[src/common/psw_pkg.sv]
// package for the power-save and wake-up controller
package psw_pkg;

	// register byte addresses (printed offsets are multiples of four)
	localparam logic [11:0] PSW_WAKEUP_CONTROL_REG_ADDR = 12'h768;
	localparam logic [11:0] PSW_IRQ_FLAG_STATUS_5_ADDR  = 12'h76C;
	localparam logic [11:0] PSW_IRQ_MASK_ADDR           = 12'h770;
	localparam logic [11:0] PSW_POWER_CTRL_ADDR         = 12'h774;
	localparam logic [11:0] PSW_POWER_STATUS_ADDR       = 12'h778;

	// wake-up control register fields and reset value
	localparam int          PSW_WAKEUP_ENABLE_BIT       = 15;
	localparam int          PSW_WAKEUP_STOP_IN_IDLE_BIT = 13;
	localparam int          PSW_DISCHARGE_SINK_BIT      = 8;
	localparam logic [15:0] PSW_WAKEUP_CONTROL_RESET    = 16'h0000;

	// status and mask layout: event bits
	localparam int          PSW_WAKEUP_IRQ_FLAG_BIT     = 0;
	localparam int          PSW_IDLE_WAKE_BIT           = 1;
	localparam int          PSW_SLEEP_WAKE_BIT          = 2;
	localparam int          PSW_EVENT_COUNT             = 3;
	localparam logic [2:0]  PSW_STATUS_RESET            = 3'h0;
	localparam logic [2:0]  PSW_MASK_RESET              = 3'h0;

	// power control fields: watchdog and clock monitor enables
	localparam int          PSW_WATCHDOG_EN_BIT         = 0;
	localparam int          PSW_FAIL_SAFE_EN_BIT        = 1;
	localparam logic [1:0]  PSW_POWER_CTRL_RESET        = 2'h0;

	// power-save instruction operand codes
	localparam logic        PSW_MODE_SLEEP              = 1'b0;
	localparam logic        PSW_MODE_IDLE               = 1'b1;

	// power states of the core
	typedef enum logic [1:0] {
		PSW_RUN   = 2'b00,
		PSW_ENTER = 2'b01,
		PSW_IDLE  = 2'b10,
		PSW_SLEEP = 2'b11
	} psw_state_type;

	// request from the core's instruction decoder
	typedef struct packed {
		logic valid;
		logic mode;
	} psw_save_req_type;

	// wake causes collected from the rest of the chip
	typedef struct packed {
		logic irq_pending;
		logic device_reset;
		logic watchdog_timeout;
	} psw_wake_src_type;

endpackage : psw_pkg

[src/rtl/psw_sync.sv]
// two flip-flop synchroniser for the wake-up pin input
`timescale 1ns/1ps
module psw_sync
	import psw_pkg::*;
(
	input  wire logic clk_in,     // system clock
	input  wire logic sys_rst_in, // synchronous reset, active high
	input  wire logic async_in,   // level from outside the clock domain
	output logic      sync_out    // synchronised level
);
	logic stage1;
	logic next_stage1;
	logic next_sync;

	// first stage is read only by the second
	always_comb
	begin
		next_stage1 = async_in;
		next_sync   = stage1;
	end

	// pin idles high when the capacitor is charged, so reset to one
	always_ff @(posedge clk_in)
	begin
		if (sys_rst_in)
		begin
			stage1   <= 1'b1;
			sync_out <= 1'b1;
		end
		else
		begin
			stage1   <= next_stage1;
			sync_out <= next_sync;
		end
	end
endmodule : psw_sync

[src/rtl/psw_apb.sv]
// apb slave front end: decodes a one-cycle write strobe and registers read data
`timescale 1ns/1ps
module psw_apb
	import psw_pkg::*;
(
	input  wire logic        clk_in,     // system clock
	input  wire logic        sys_rst_in, // synchronous reset, active high
	input  wire logic        psel,       // apb select
	input  wire logic        penable,    // apb access phase
	input  wire logic        pwrite,     // apb direction
	input  wire logic [11:0] paddr,      // apb byte address
	input  wire logic [31:0] rdata_in,   // read word from register file
	output logic             pready,     // apb ready, one wait state
	output logic [31:0]      prdata,     // apb read data
	output logic             pslverr,    // apb error for unmapped address
	output logic             wr_stb_out, // write strobe, one cycle
	input  wire logic        hit_in      // address maps to a register
);
	logic        next_pready;
	logic [31:0] next_prdata;
	logic        next_pslverr;
	logic        next_wr_stb;

	// answer on the second access cycle so read data come from a flop
	always_comb
	begin
		next_pready  = psel && penable && !pready;
		next_prdata  = prdata;
		next_pslverr = 1'b0;
		next_wr_stb  = 1'b0;
		if (next_pready)
		begin
			next_prdata  = (!pwrite && hit_in) ? rdata_in : 32'h0000_0000;
			next_pslverr = !hit_in;
			next_wr_stb  = pwrite && hit_in;
		end
	end

	always_ff @(posedge clk_in)
	begin
		if (sys_rst_in)
		begin
			pready     <= 1'b0;
			prdata     <= 32'h0000_0000;
			pslverr    <= 1'b0;
			wr_stb_out <= 1'b0;
		end
		else
		begin
			pready     <= next_pready;
			prdata     <= next_prdata;
			pslverr    <= next_pslverr;
			wr_stb_out <= next_wr_stb;
		end
	end
endmodule : psw_apb

[src/rtl/psw_top.sv]
// power-save, idle and ultra low-power wake-up controller
// How it works
// - in idle the core is halted until a wake event arrives
// - entering idle pulses the watchdog clear
// - system clock stays on in idle; peripherals run unless disabled
// - rc oscillator stays on in idle when watchdog or monitor enabled
// - idle ends on enabled interrupt, device reset or watchdog time-out
// - on wake the core clock returns and execution resumes at once
// - interrupt during power-save instruction is held until entry completes
// - a true power-on reset resets all logic
// - enable and sink bits both set turn on the discharge sink
// - wake-up pin below low threshold in sleep wakes the device
// - ultra low-power wake from sleep sets the wake-up interrupt flag
// - wake-up control register at 768h, reset 0000, bits 15, 13, 8
`timescale 1ns/1ps
module psw_top
	import psw_pkg::*;
(
	input  wire logic             clk_in,          // system clock 250 MHz
	input  wire logic             sys_rst_in,      // sync reset, active high
	input  wire logic             por_in,          // power-on reset from supply
	input  wire logic             psel,            // apb select
	input  wire logic             penable,         // apb enable
	input  wire logic             pwrite,          // apb write
	input  wire logic [11:0]      paddr,           // apb address
	input  wire logic [31:0]      pwdata,          // apb write data
	output logic                  pready,          // apb ready
	output logic [31:0]           prdata,          // apb read data
	output logic                  pslverr,         // apb error
	input  wire psw_save_req_type save_req_in,     // power-save instruction
	input  wire psw_wake_src_type wake_src_in,     // wake causes
	input  wire logic [7:0]       periph_dis_in,   // per-module disable bits
	input  wire logic             wakeup_pin_in,   // wake-up pin input level
	output logic                  cpu_clk_en_out,  // core clock gate enable
	output logic                  sys_clk_en_out,  // system clock source on
	output logic [7:0]            periph_clk_out,  // per-module clock enable
	output logic                  low_power_rc_osc_en_out,     // rc oscillator enable
	output logic                  wdt_clear_out,   // watchdog clear pulse
	output logic                  wake_pulse_out,  // core resumes, one cycle
	output logic                  sink_en_out,     // discharge sink on
	output logic                  irq_out          // level interrupt
);
	////////////////////////////////////////////////////////////////////////
	// power-on reset joins the system reset so every flop resets
	logic rst;
	assign rst = sys_rst_in || por_in;

	////////////////////////////////////////////////////////////////////////
	// pin synchroniser and bus front end
	logic        pin_sync;
	logic        wr_stb;
	logic        hit;
	logic [31:0] rdata;

	psw_sync u_sync (
		.clk_in     (clk_in),
		.sys_rst_in (rst),
		.async_in   (wakeup_pin_in),
		.sync_out   (pin_sync)
	);

	psw_apb u_apb (
		.clk_in     (clk_in),
		.sys_rst_in (rst),
		.psel       (psel),
		.penable    (penable),
		.pwrite     (pwrite),
		.paddr      (paddr),
		.rdata_in   (rdata),
		.pready     (pready),
		.prdata     (prdata),
		.pslverr    (pslverr),
		.wr_stb_out (wr_stb),
		.hit_in     (hit)
	);

	////////////////////////////////////////////////////////////////////////
	// registers
	logic                       wake_en;
	logic                       stop_in_idle;
	logic                       sink_bit;
	logic [PSW_EVENT_COUNT-1:0] status;
	logic [PSW_EVENT_COUNT-1:0] mask;
	logic [1:0]                 power_ctrl;
	psw_state_type              state;
	logic                       held_irq;

	// address decode and read mux
	always_comb
	begin
		hit   = 1'b1;
		rdata = 32'h0000_0000;
		case (paddr)
			PSW_WAKEUP_CONTROL_REG_ADDR:
			begin
				rdata[PSW_WAKEUP_ENABLE_BIT]       = wake_en;
				rdata[PSW_WAKEUP_STOP_IN_IDLE_BIT] = stop_in_idle;
				rdata[PSW_DISCHARGE_SINK_BIT]      = sink_bit;
			end
			PSW_IRQ_FLAG_STATUS_5_ADDR: rdata[2:0] = status;
			PSW_IRQ_MASK_ADDR:          rdata[2:0] = mask;
			PSW_POWER_CTRL_ADDR:        rdata[1:0] = power_ctrl;
			PSW_POWER_STATUS_ADDR:      rdata[1:0] = state;
			default:                    hit = 1'b0;
		endcase
	end

	////////////////////////////////////////////////////////////////////////
	// power state machine
	psw_state_type next_state;
	logic          next_held_irq;
	logic          next_wdt_clear;
	logic          next_wake_pulse;
	logic [PSW_EVENT_COUNT-1:0] wake_evt;
	logic          idle_wake;
	logic          pin_low_wake;
	assign idle_wake = wake_src_in.irq_pending || wake_src_in.device_reset
		|| wake_src_in.watchdog_timeout;
	// pin below threshold only counts while armed and asleep
	assign pin_low_wake = wake_en && !pin_sync;
	always_comb
	begin
		next_state      = state;
		next_held_irq   = held_irq;
		next_wdt_clear  = 1'b0;
		next_wake_pulse = 1'b0;
		wake_evt        = '0;
		case (state)
			PSW_RUN:
			begin
				next_held_irq = 1'b0;
				if (save_req_in.valid)
				begin
					// an interrupt here is latched, not served
					next_held_irq = wake_src_in.irq_pending;
					next_state    = PSW_ENTER;
				end
			end
			PSW_ENTER:
			begin
				next_held_irq = held_irq || wake_src_in.irq_pending;
				if (save_req_in.mode == PSW_MODE_IDLE)
				begin
					next_state     = PSW_IDLE;
					next_wdt_clear = 1'b1;
				end
				else
					next_state = PSW_SLEEP;
			end
			PSW_IDLE:
			begin
				if (idle_wake || held_irq)
				begin
					next_state              = PSW_RUN;
					next_wake_pulse         = 1'b1;
					next_held_irq           = 1'b0;
					wake_evt[PSW_IDLE_WAKE_BIT] = 1'b1;
				end
			end
			PSW_SLEEP:
			begin
				if (idle_wake || held_irq || pin_low_wake)
				begin
					next_state      = PSW_RUN;
					next_wake_pulse = 1'b1;
					next_held_irq   = 1'b0;
					wake_evt[PSW_SLEEP_WAKE_BIT] = 1'b1;
					wake_evt[PSW_WAKEUP_IRQ_FLAG_BIT] = pin_low_wake;
				end
			end
			default: next_state = PSW_RUN;
		endcase
	end

	always_ff @(posedge clk_in)
	begin
		if (rst)
		begin
			state          <= PSW_RUN;
			held_irq       <= 1'b0;
			wdt_clear_out  <= 1'b0;
			wake_pulse_out <= 1'b0;
		end
		else
		begin
			state          <= next_state;
			held_irq       <= next_held_irq;
			wdt_clear_out  <= next_wdt_clear;
			wake_pulse_out <= next_wake_pulse;
		end
	end

	////////////////////////////////////////////////////////////////////////
	// software registers and sticky status
	logic                       next_wake_en;
	logic                       next_stop_in_idle;
	logic                       next_sink_bit;
	logic [PSW_EVENT_COUNT-1:0] next_status;
	logic [PSW_EVENT_COUNT-1:0] next_mask;
	logic [1:0]                 next_power_ctrl;
	always_comb
	begin
		next_wake_en      = wake_en;
		next_stop_in_idle = stop_in_idle;
		next_sink_bit     = sink_bit;
		next_mask         = mask;
		next_power_ctrl   = power_ctrl;
		next_status       = status;
		if (wr_stb)
		begin
			case (paddr)
				PSW_WAKEUP_CONTROL_REG_ADDR:
				begin
					next_wake_en      = pwdata[PSW_WAKEUP_ENABLE_BIT];
					next_stop_in_idle = pwdata[PSW_WAKEUP_STOP_IN_IDLE_BIT];
					next_sink_bit     = pwdata[PSW_DISCHARGE_SINK_BIT];
				end
				PSW_IRQ_FLAG_STATUS_5_ADDR:
					next_status = status & ~pwdata[2:0];
				PSW_IRQ_MASK_ADDR:   next_mask       = pwdata[2:0];
				PSW_POWER_CTRL_ADDR: next_power_ctrl = pwdata[1:0];
				default:             next_mask       = mask;
			endcase
		end
		// set after clear so a same-cycle event is never lost
		next_status = next_status | wake_evt;
	end

	always_ff @(posedge clk_in)
	begin
		if (rst)
		begin
			wake_en      <= PSW_WAKEUP_CONTROL_RESET[PSW_WAKEUP_ENABLE_BIT];
			stop_in_idle <=
				PSW_WAKEUP_CONTROL_RESET[PSW_WAKEUP_STOP_IN_IDLE_BIT];
			sink_bit     <= PSW_WAKEUP_CONTROL_RESET[PSW_DISCHARGE_SINK_BIT];
			status       <= PSW_STATUS_RESET;
			mask         <= PSW_MASK_RESET;
			power_ctrl   <= PSW_POWER_CTRL_RESET;
		end
		else
		begin
			wake_en      <= next_wake_en;
			stop_in_idle <= next_stop_in_idle;
			sink_bit     <= next_sink_bit;
			status       <= next_status;
			mask         <= next_mask;
			power_ctrl   <= next_power_ctrl;
		end
	end

	////////////////////////////////////////////////////////////////////////
	// clock enables, sink and interrupt, all from flops
	logic       next_cpu_clk;
	logic       next_low_power_rc_osc;
	logic       next_sink;
	logic       next_irq;
	logic [7:0] next_periph;
	logic       low_power;
	assign low_power = (next_state == PSW_IDLE) || (next_state == PSW_SLEEP);
	always_comb
	begin
		next_cpu_clk = !low_power;
		// sink discharges the pin capacitor; software charged it first
		next_sink = next_wake_en && next_sink_bit;
		next_low_power_rc_osc = (next_state != PSW_SLEEP) ||
			(|next_power_ctrl);
		next_irq = |(next_status & next_mask);
		// sleep stops the peripherals; idle keeps them on unless disabled
		next_periph = (next_state == PSW_SLEEP) ? 8'h00 : ~periph_dis_in;
	end

	always_ff @(posedge clk_in)
	begin
		if (rst)
		begin
			cpu_clk_en_out <= 1'b1;
			sys_clk_en_out <= 1'b1;
			periph_clk_out <= 8'hFF;
			low_power_rc_osc_en_out    <= 1'b1;
			sink_en_out    <= 1'b0;
			irq_out        <= 1'b0;
		end
		else
		begin
			cpu_clk_en_out <= next_cpu_clk;
			sys_clk_en_out <= (next_state != PSW_SLEEP);
			periph_clk_out <= next_periph;
			low_power_rc_osc_en_out    <= next_low_power_rc_osc;
			sink_en_out    <= next_sink;
			irq_out        <= next_irq;
		end
	end
endmodule : psw_top

[config.mk]
export PLATFORM = sky130hd
export DESIGN_NAME = psw_top
export DESIGN_NICKNAME = d
export VERILOG_FILES = /design/src/common/psw_pkg.sv /design/src/rtl/psw_sync.sv /design/src/rtl/psw_apb.sv /design/src/rtl/psw_top.sv
export SDC_FILE = /design/constraint.sdc
export NUM_CORES = 1
export LEC_CHECK = 0
export ABC_AREA = 1
export BUFFER_PORTS_ARGS = -buffer_cell sky130_fd_sc_hd__buf_2
export CAP_MARGIN = 20
export CORE_MARGIN = 4
export CORE_UTILIZATION = 35
export CTS_BUF_LIST = sky130_fd_sc_hd__clkbuf_8
export CTS_CLUSTER_SIZE = 8
export DETAILED_ROUTE_END_ITERATION = 12
export HOLD_SLACK_MARGIN = 0.02
export PLACE_DENSITY = 0.64
export REMOVE_ABC_BUFFERS = 1
export SYNTH_ARGS = -nofsm -noshare
export SYNTH_HDL_FRONTEND = slang
export SYNTH_HIERARCHICAL = 1
export SYNTH_SLANG_ARGS = --single-unit
[constraint.sdc]
create_clock -name clk_in -period 3.5 [get_ports clk_in]
set_input_delay 0.35 -clock clk_in [delete_from_list [all_inputs] [get_ports clk_in]]
set_output_delay 0.35 -clock clk_in [all_outputs]
set_load 0.01 [all_outputs]
Yosys cells after proc, flatten, opt, wreduce, memory -nomap -nowiden. Index checks and enable logic that the tools add are counted.

Bits of input ports: 64. Logic and storage cells: 104. Output and inout bits: 49. Register bits: 66.

Multiplexer cells: 35. Equal/unequal tests: 13. Bitwise logic cells: 7. Reductions and logical operators: 27.

Operators with widths (count): 12-bit by 11-bit equality test with 1-bit output (second input constant) (5); 1-bit two-way mux (19); 16-bit two-way mux (1); 2-bit case mux with 4 select lines (2); 3-bit two-way mux (4); 2-bit two-way mux (5); 2-bit equality test (second input constant) (4); 1-bit logical OR (8); 8-bit two-way mux (1); 8-bit inverter (1); 3-bit AND (2); 1-bit logical AND (6); 2-bit inequality test (second input constant) (3); 2-bit OR reduction (3); 1-bit zero test (5); 5-bit OR reduction (1); 1-bit case mux with 2 select lines (2); 1-bit case mux with 4 select lines (1); 2-bit AND reduction (2); 3-bit inverter (1); 3-bit bitwise OR (1); 3-bit OR reduction (1); 2-bit by 1-bit equality test with 1-bit output (second input constant) (1); 2-bit zero test (1); 1-bit inverter (2).

Logic depth before layout (Yosys ltp).
Word-level depth: 9. Mapped depth: 14. Mapped depth without buffers: 12.

Modules after synthesis. Netlist, hierarchy kept.

Modules (own cells, without submodules): psw_apb (instances 1, cells an instance 286, area an instance 1744.2 um2, seq. area each 700.7 um2); psw_top (instances 1, cells an instance 186, area an instance 1387.6 um2, seq. area each 580.6 um2); psw_sync (instances 1, cells an instance 7, area an instance 58.8 um2, seq. area each 40.0 um2).

Worst setup path after synthesis. OpenSTA, ideal clock, no wires.

Path kind: input port to flip-flop. From: input paddr[10]. To: register u_apb.prdata[0]. Stages: 14. Library setup time: 0.064 ns. Arrival: 1.492 ns. Data required time: 3.436 ns. Slack: 1.944 ns. Buffers on the path: 2. Cells stage by stage: inv_1 > nor2_2 > nand2_2 > nor2_4 > inv_2 > nor2_1 > nor2_1 > nand4_1 > buf_4 > buf_6 > nand3_1 > nand2_1 > clkinv_1 > nor2_1.

Cells in the longest elaborated chain, start to end: 5. Elaborated cells between the ends (all ways): 10. Those cells by class: eq/ne (5); mux (3); reduce/logical (2).

RTL lines: start: declaration (line psw_top.sv:25) `input wire logic [11:0] paddr,`; 12-bit by 11-bit equality test with 1-bit output (line psw_top.sv:93) `case (paddr)`; 5-bit OR reduction (no source line) (*); 1-bit two-way mux (*) (line psw_top.sv:93); via hit (line psw_top.sv:52) `logic hit;`; 1-bit logical AND (*) (line psw_apb.sv:33) `next_prdata = (!pwrite && hit_in) ? rdata_in : 32'h0000_0000;`; 16-bit two-way mux (*) (line psw_apb.sv:33); end signal: assignment (line psw_apb.sv:51) `prdata <= next_prdata;`; end: declaration (line psw_apb.sv:14) `output logic [31:0] prdata,`.

Mark *: on every way through the listed nets, which the timed path passes. The rest lies on a longest branch. A chain may end at the register's enable or synchronous reset.

Worst setup path in the final report.
From: input por_in. To: register u_apb.prdata[24].

Cells in the longest elaborated chain, start to end: 1.

RTL lines: start: declaration (line psw_top.sv:21) `input wire logic por_in,`; 1-bit logical OR (line psw_top.sv:46) `assign rst = sys_rst_in || por_in;`.

Every way passes these cells.

==> flow_summary.yaml <==
status:
  status: "finished, final reports clean"
layout:
  final_cell_mix: "nand2_1 (139), inv_1 (86), buf_2 (86), dfxtp_1 (66), nor2_1 (51)"
  final_cells: 698
  nFillCells: 939
  n_antenna_cell: 0
  drive_gt1_frac: 0.2458
  area_growth_pct: 24.67
  seq_area_um2: 1321
  multiInputGateArea_um2: 1444
  final_common_cell: "nand2_1"
  fin_nets: 649
synthesis:
  synthFlopType: "dfxtp_1"
  ys_seq_area_frac: 0.4141
  syn_inst: 479
  yosys_warnings: 6
  synth_edf_count: 0
  syn_area_um2: 3191
  syn_area_per_cell_um2: 6.661
  synthArstFlopShare: 0
  synth.distinct_cells: 30
  synth_seq_cells: 66
clock_network:
  clkTransAtPathRegs_ns: 0.08
  clockBufferDepth: 2
  cts_resized: 0
  htreeDepth: 3
  clock_latency_ns: 0.33
  cts_inserted_buffers: 9
  clock_sinks: 66
  cts_hold_buffers: 0
  cts_tree: "built"
  postCtsSetupBuffers: 0
  clk_root_buffer_cell: "clkbuf_8"
flow_run:
  max_cap_viol_count: 0
timing:
  finalHoldViolCount: 0
  finalCritPeriodShare: 0.5427
  fin_crit_ns: 1.900
  worst_slack_ns: 1.600
  clock_skew_ns: 0.005100
  drv_slew: 0
  rsz0062_at_grt: "no"
  slew-limit-headroom: 0.3196
  final.setup.tns_ns: 0
  holdWs_ns: 0.1864
  max_clock_freq_mhz: 526.4
  worstMarginPinSlew_ns: 1.019
  finalSetupViolCount: 0
worst_setup_path:
  startpoint_type: "input port"
  crit_arrival_ns: 2.17
  regToRegSetupSlack_ns: 2.06
  crit_family: "buffers and inverters"
  slowest_delay_ns: 0.86
  crit_path_top_delay_cell: "inv_1"
  crit_fanout: 32
  path_class: "input port to flop"
  path_buf_inv: 4
  endpoint_kind: "flop"
  worstPathRequired_ns: 3.77
  critical_path.cell_chain: "buf_2 > nor2_1 > buf_4 > inv_1 > inv_1 > nand2_1 > nor2_1"
detailed_routing:
  ant_nets: 0
  routed_wl_um: 6781
  vias: 2875
  post_drt_wl_per_cell_um: 9.715
  drc: 0
  dr.first_iter.drc_count: 61
  avgViaCountPerCell: 4.119
  drt-pass1-iter-count: 4
global_routing:
  first_global_vias: 2590
  grt_pass1_wl_um: 11120
  grt_max_degree: 35
  grt_antenna_before_repair: 0
  grt_usage: 0.1311
  grt-ovfl-total: 0
pwr:
  irDropWorstVdd_v: 0.0002682
  leakage_nw: 2.135
  power.density_nw_per_um2: 414.5
floorplanning:
  ios: 113
  num_rows: 34
  die_y_um: 103.5
  dieWidth_um: 103.5
  initial_utilization: 0.3623
  core_region_area_um2: 8806
  die_area_um2: 10710
placement:
  portBuffers: 86
  hpwl_um: 4878
  place_ws_ns: 1.223
  place.gp.congestion: 0.8207
  dp.cells: 682
min_path:
  holdCritPathClass: "input port to flop"
-- path summary, 6_finish.rpt --
| kind | start | to | depth (start not counted) |
|---|---|---|---|
| max reg2reg | u_apb/pready | u_apb/wr_stb_out | 5 |
| min reg2reg | u_sync/next_sync | u_sync/sync_out | 2 |
| max | por_in | u_apb/prdata[24] | 7 |
| min | wakeup_pin_in | u_sync/next_sync | 3 |
-- metal layers --
layer | GRT usage | wire length (µm)
met2 | 0.2377 | 3274
met4 | 0.02092 | 6
met1 | 0.1442 | 2980
met3 | 0.05634 | 519
met5 | 0 | 0
-- synthesized netlist by cell type (2+ instances only) --
cell type    n  area, µm²
nand2_1    139      521.8
inv_1       86      322.8
dfxtp_1     66       1321
nor2_1      51      191.4
nand3_1     39      195.2
o21ai_0     10      50.05
a21oi_1      9      45.04
inv_2        9      33.78
clkinv_1     8      30.03
nor2_2       8      50.05
buf_4        7      52.55
nand4_1      6      37.54
nor2_4       6      67.56
buf_2        5      25.02
nand2_2      5      31.28
buf_6        3      33.78
clkbuf_1     3      11.26
nand3_2      3      30.03
o21ai_2      3      26.28
nor3_2       2      20.02
o2111ai_1    2      17.52
-- worst reg2reg max path, cell delays in order, from the launching register on --
cell     delay (ns)
dfxtp_1        0.33
inv_1          0.07
nand3_2        0.50
nor2_1         0.31
inv_1          0.08
nor2_1         0.09
-- sequential cells by signal (all words and copies together) (netlist names), 2 cells and up --
name,cells
u_apb/prdata,32
periph_clk_out,8
mask,3
status,3
power_ctrl,2
state,2
-- cell families after synthesis --
family | synth area share
flip-flops | 0.4141
AND/OR/NAND/NOR | 0.3616
buffers and inverters | 0.1627
other | 0.001175
AO/OA/AOI/OAI | 0.06039
-- metrics by stage --
step	power (mW)	utilization	area, µm²
after CTS	1.682	0.4517	3978
after global routing	1.734	0.4517	3978
after global placement	0.9476	0.4246	3739
after detailed placement	0.9510	0.4258	3750
final	1.649	0.4517	3978
after floorplan	0.8867	-	3158
-- area by class of cell --
type                            instances  share of cell area
Clock inverter                          6             0.02265
Inverter                              104             0.09877
Clock buffer                           10             0.03460
Timing Repair Buffer                   89              0.1148
Tap cell                              108             0.03397
Multi-Input combinational cell        315              0.3630
Sequential cell                        66              0.3322
-- power breakdown --
group | leakage [nW] | switching [mW] | internal [mW]
combinational | 1.49 | 0.0973 | 0.0560
sequential | 0.536 | 0.00818 | 0.770
clock | 0.112 | 0.296 | 0.421
total | 2.13 | 0.402 | 1.25
Note: power is estimated with default switching activity, not from simulation.
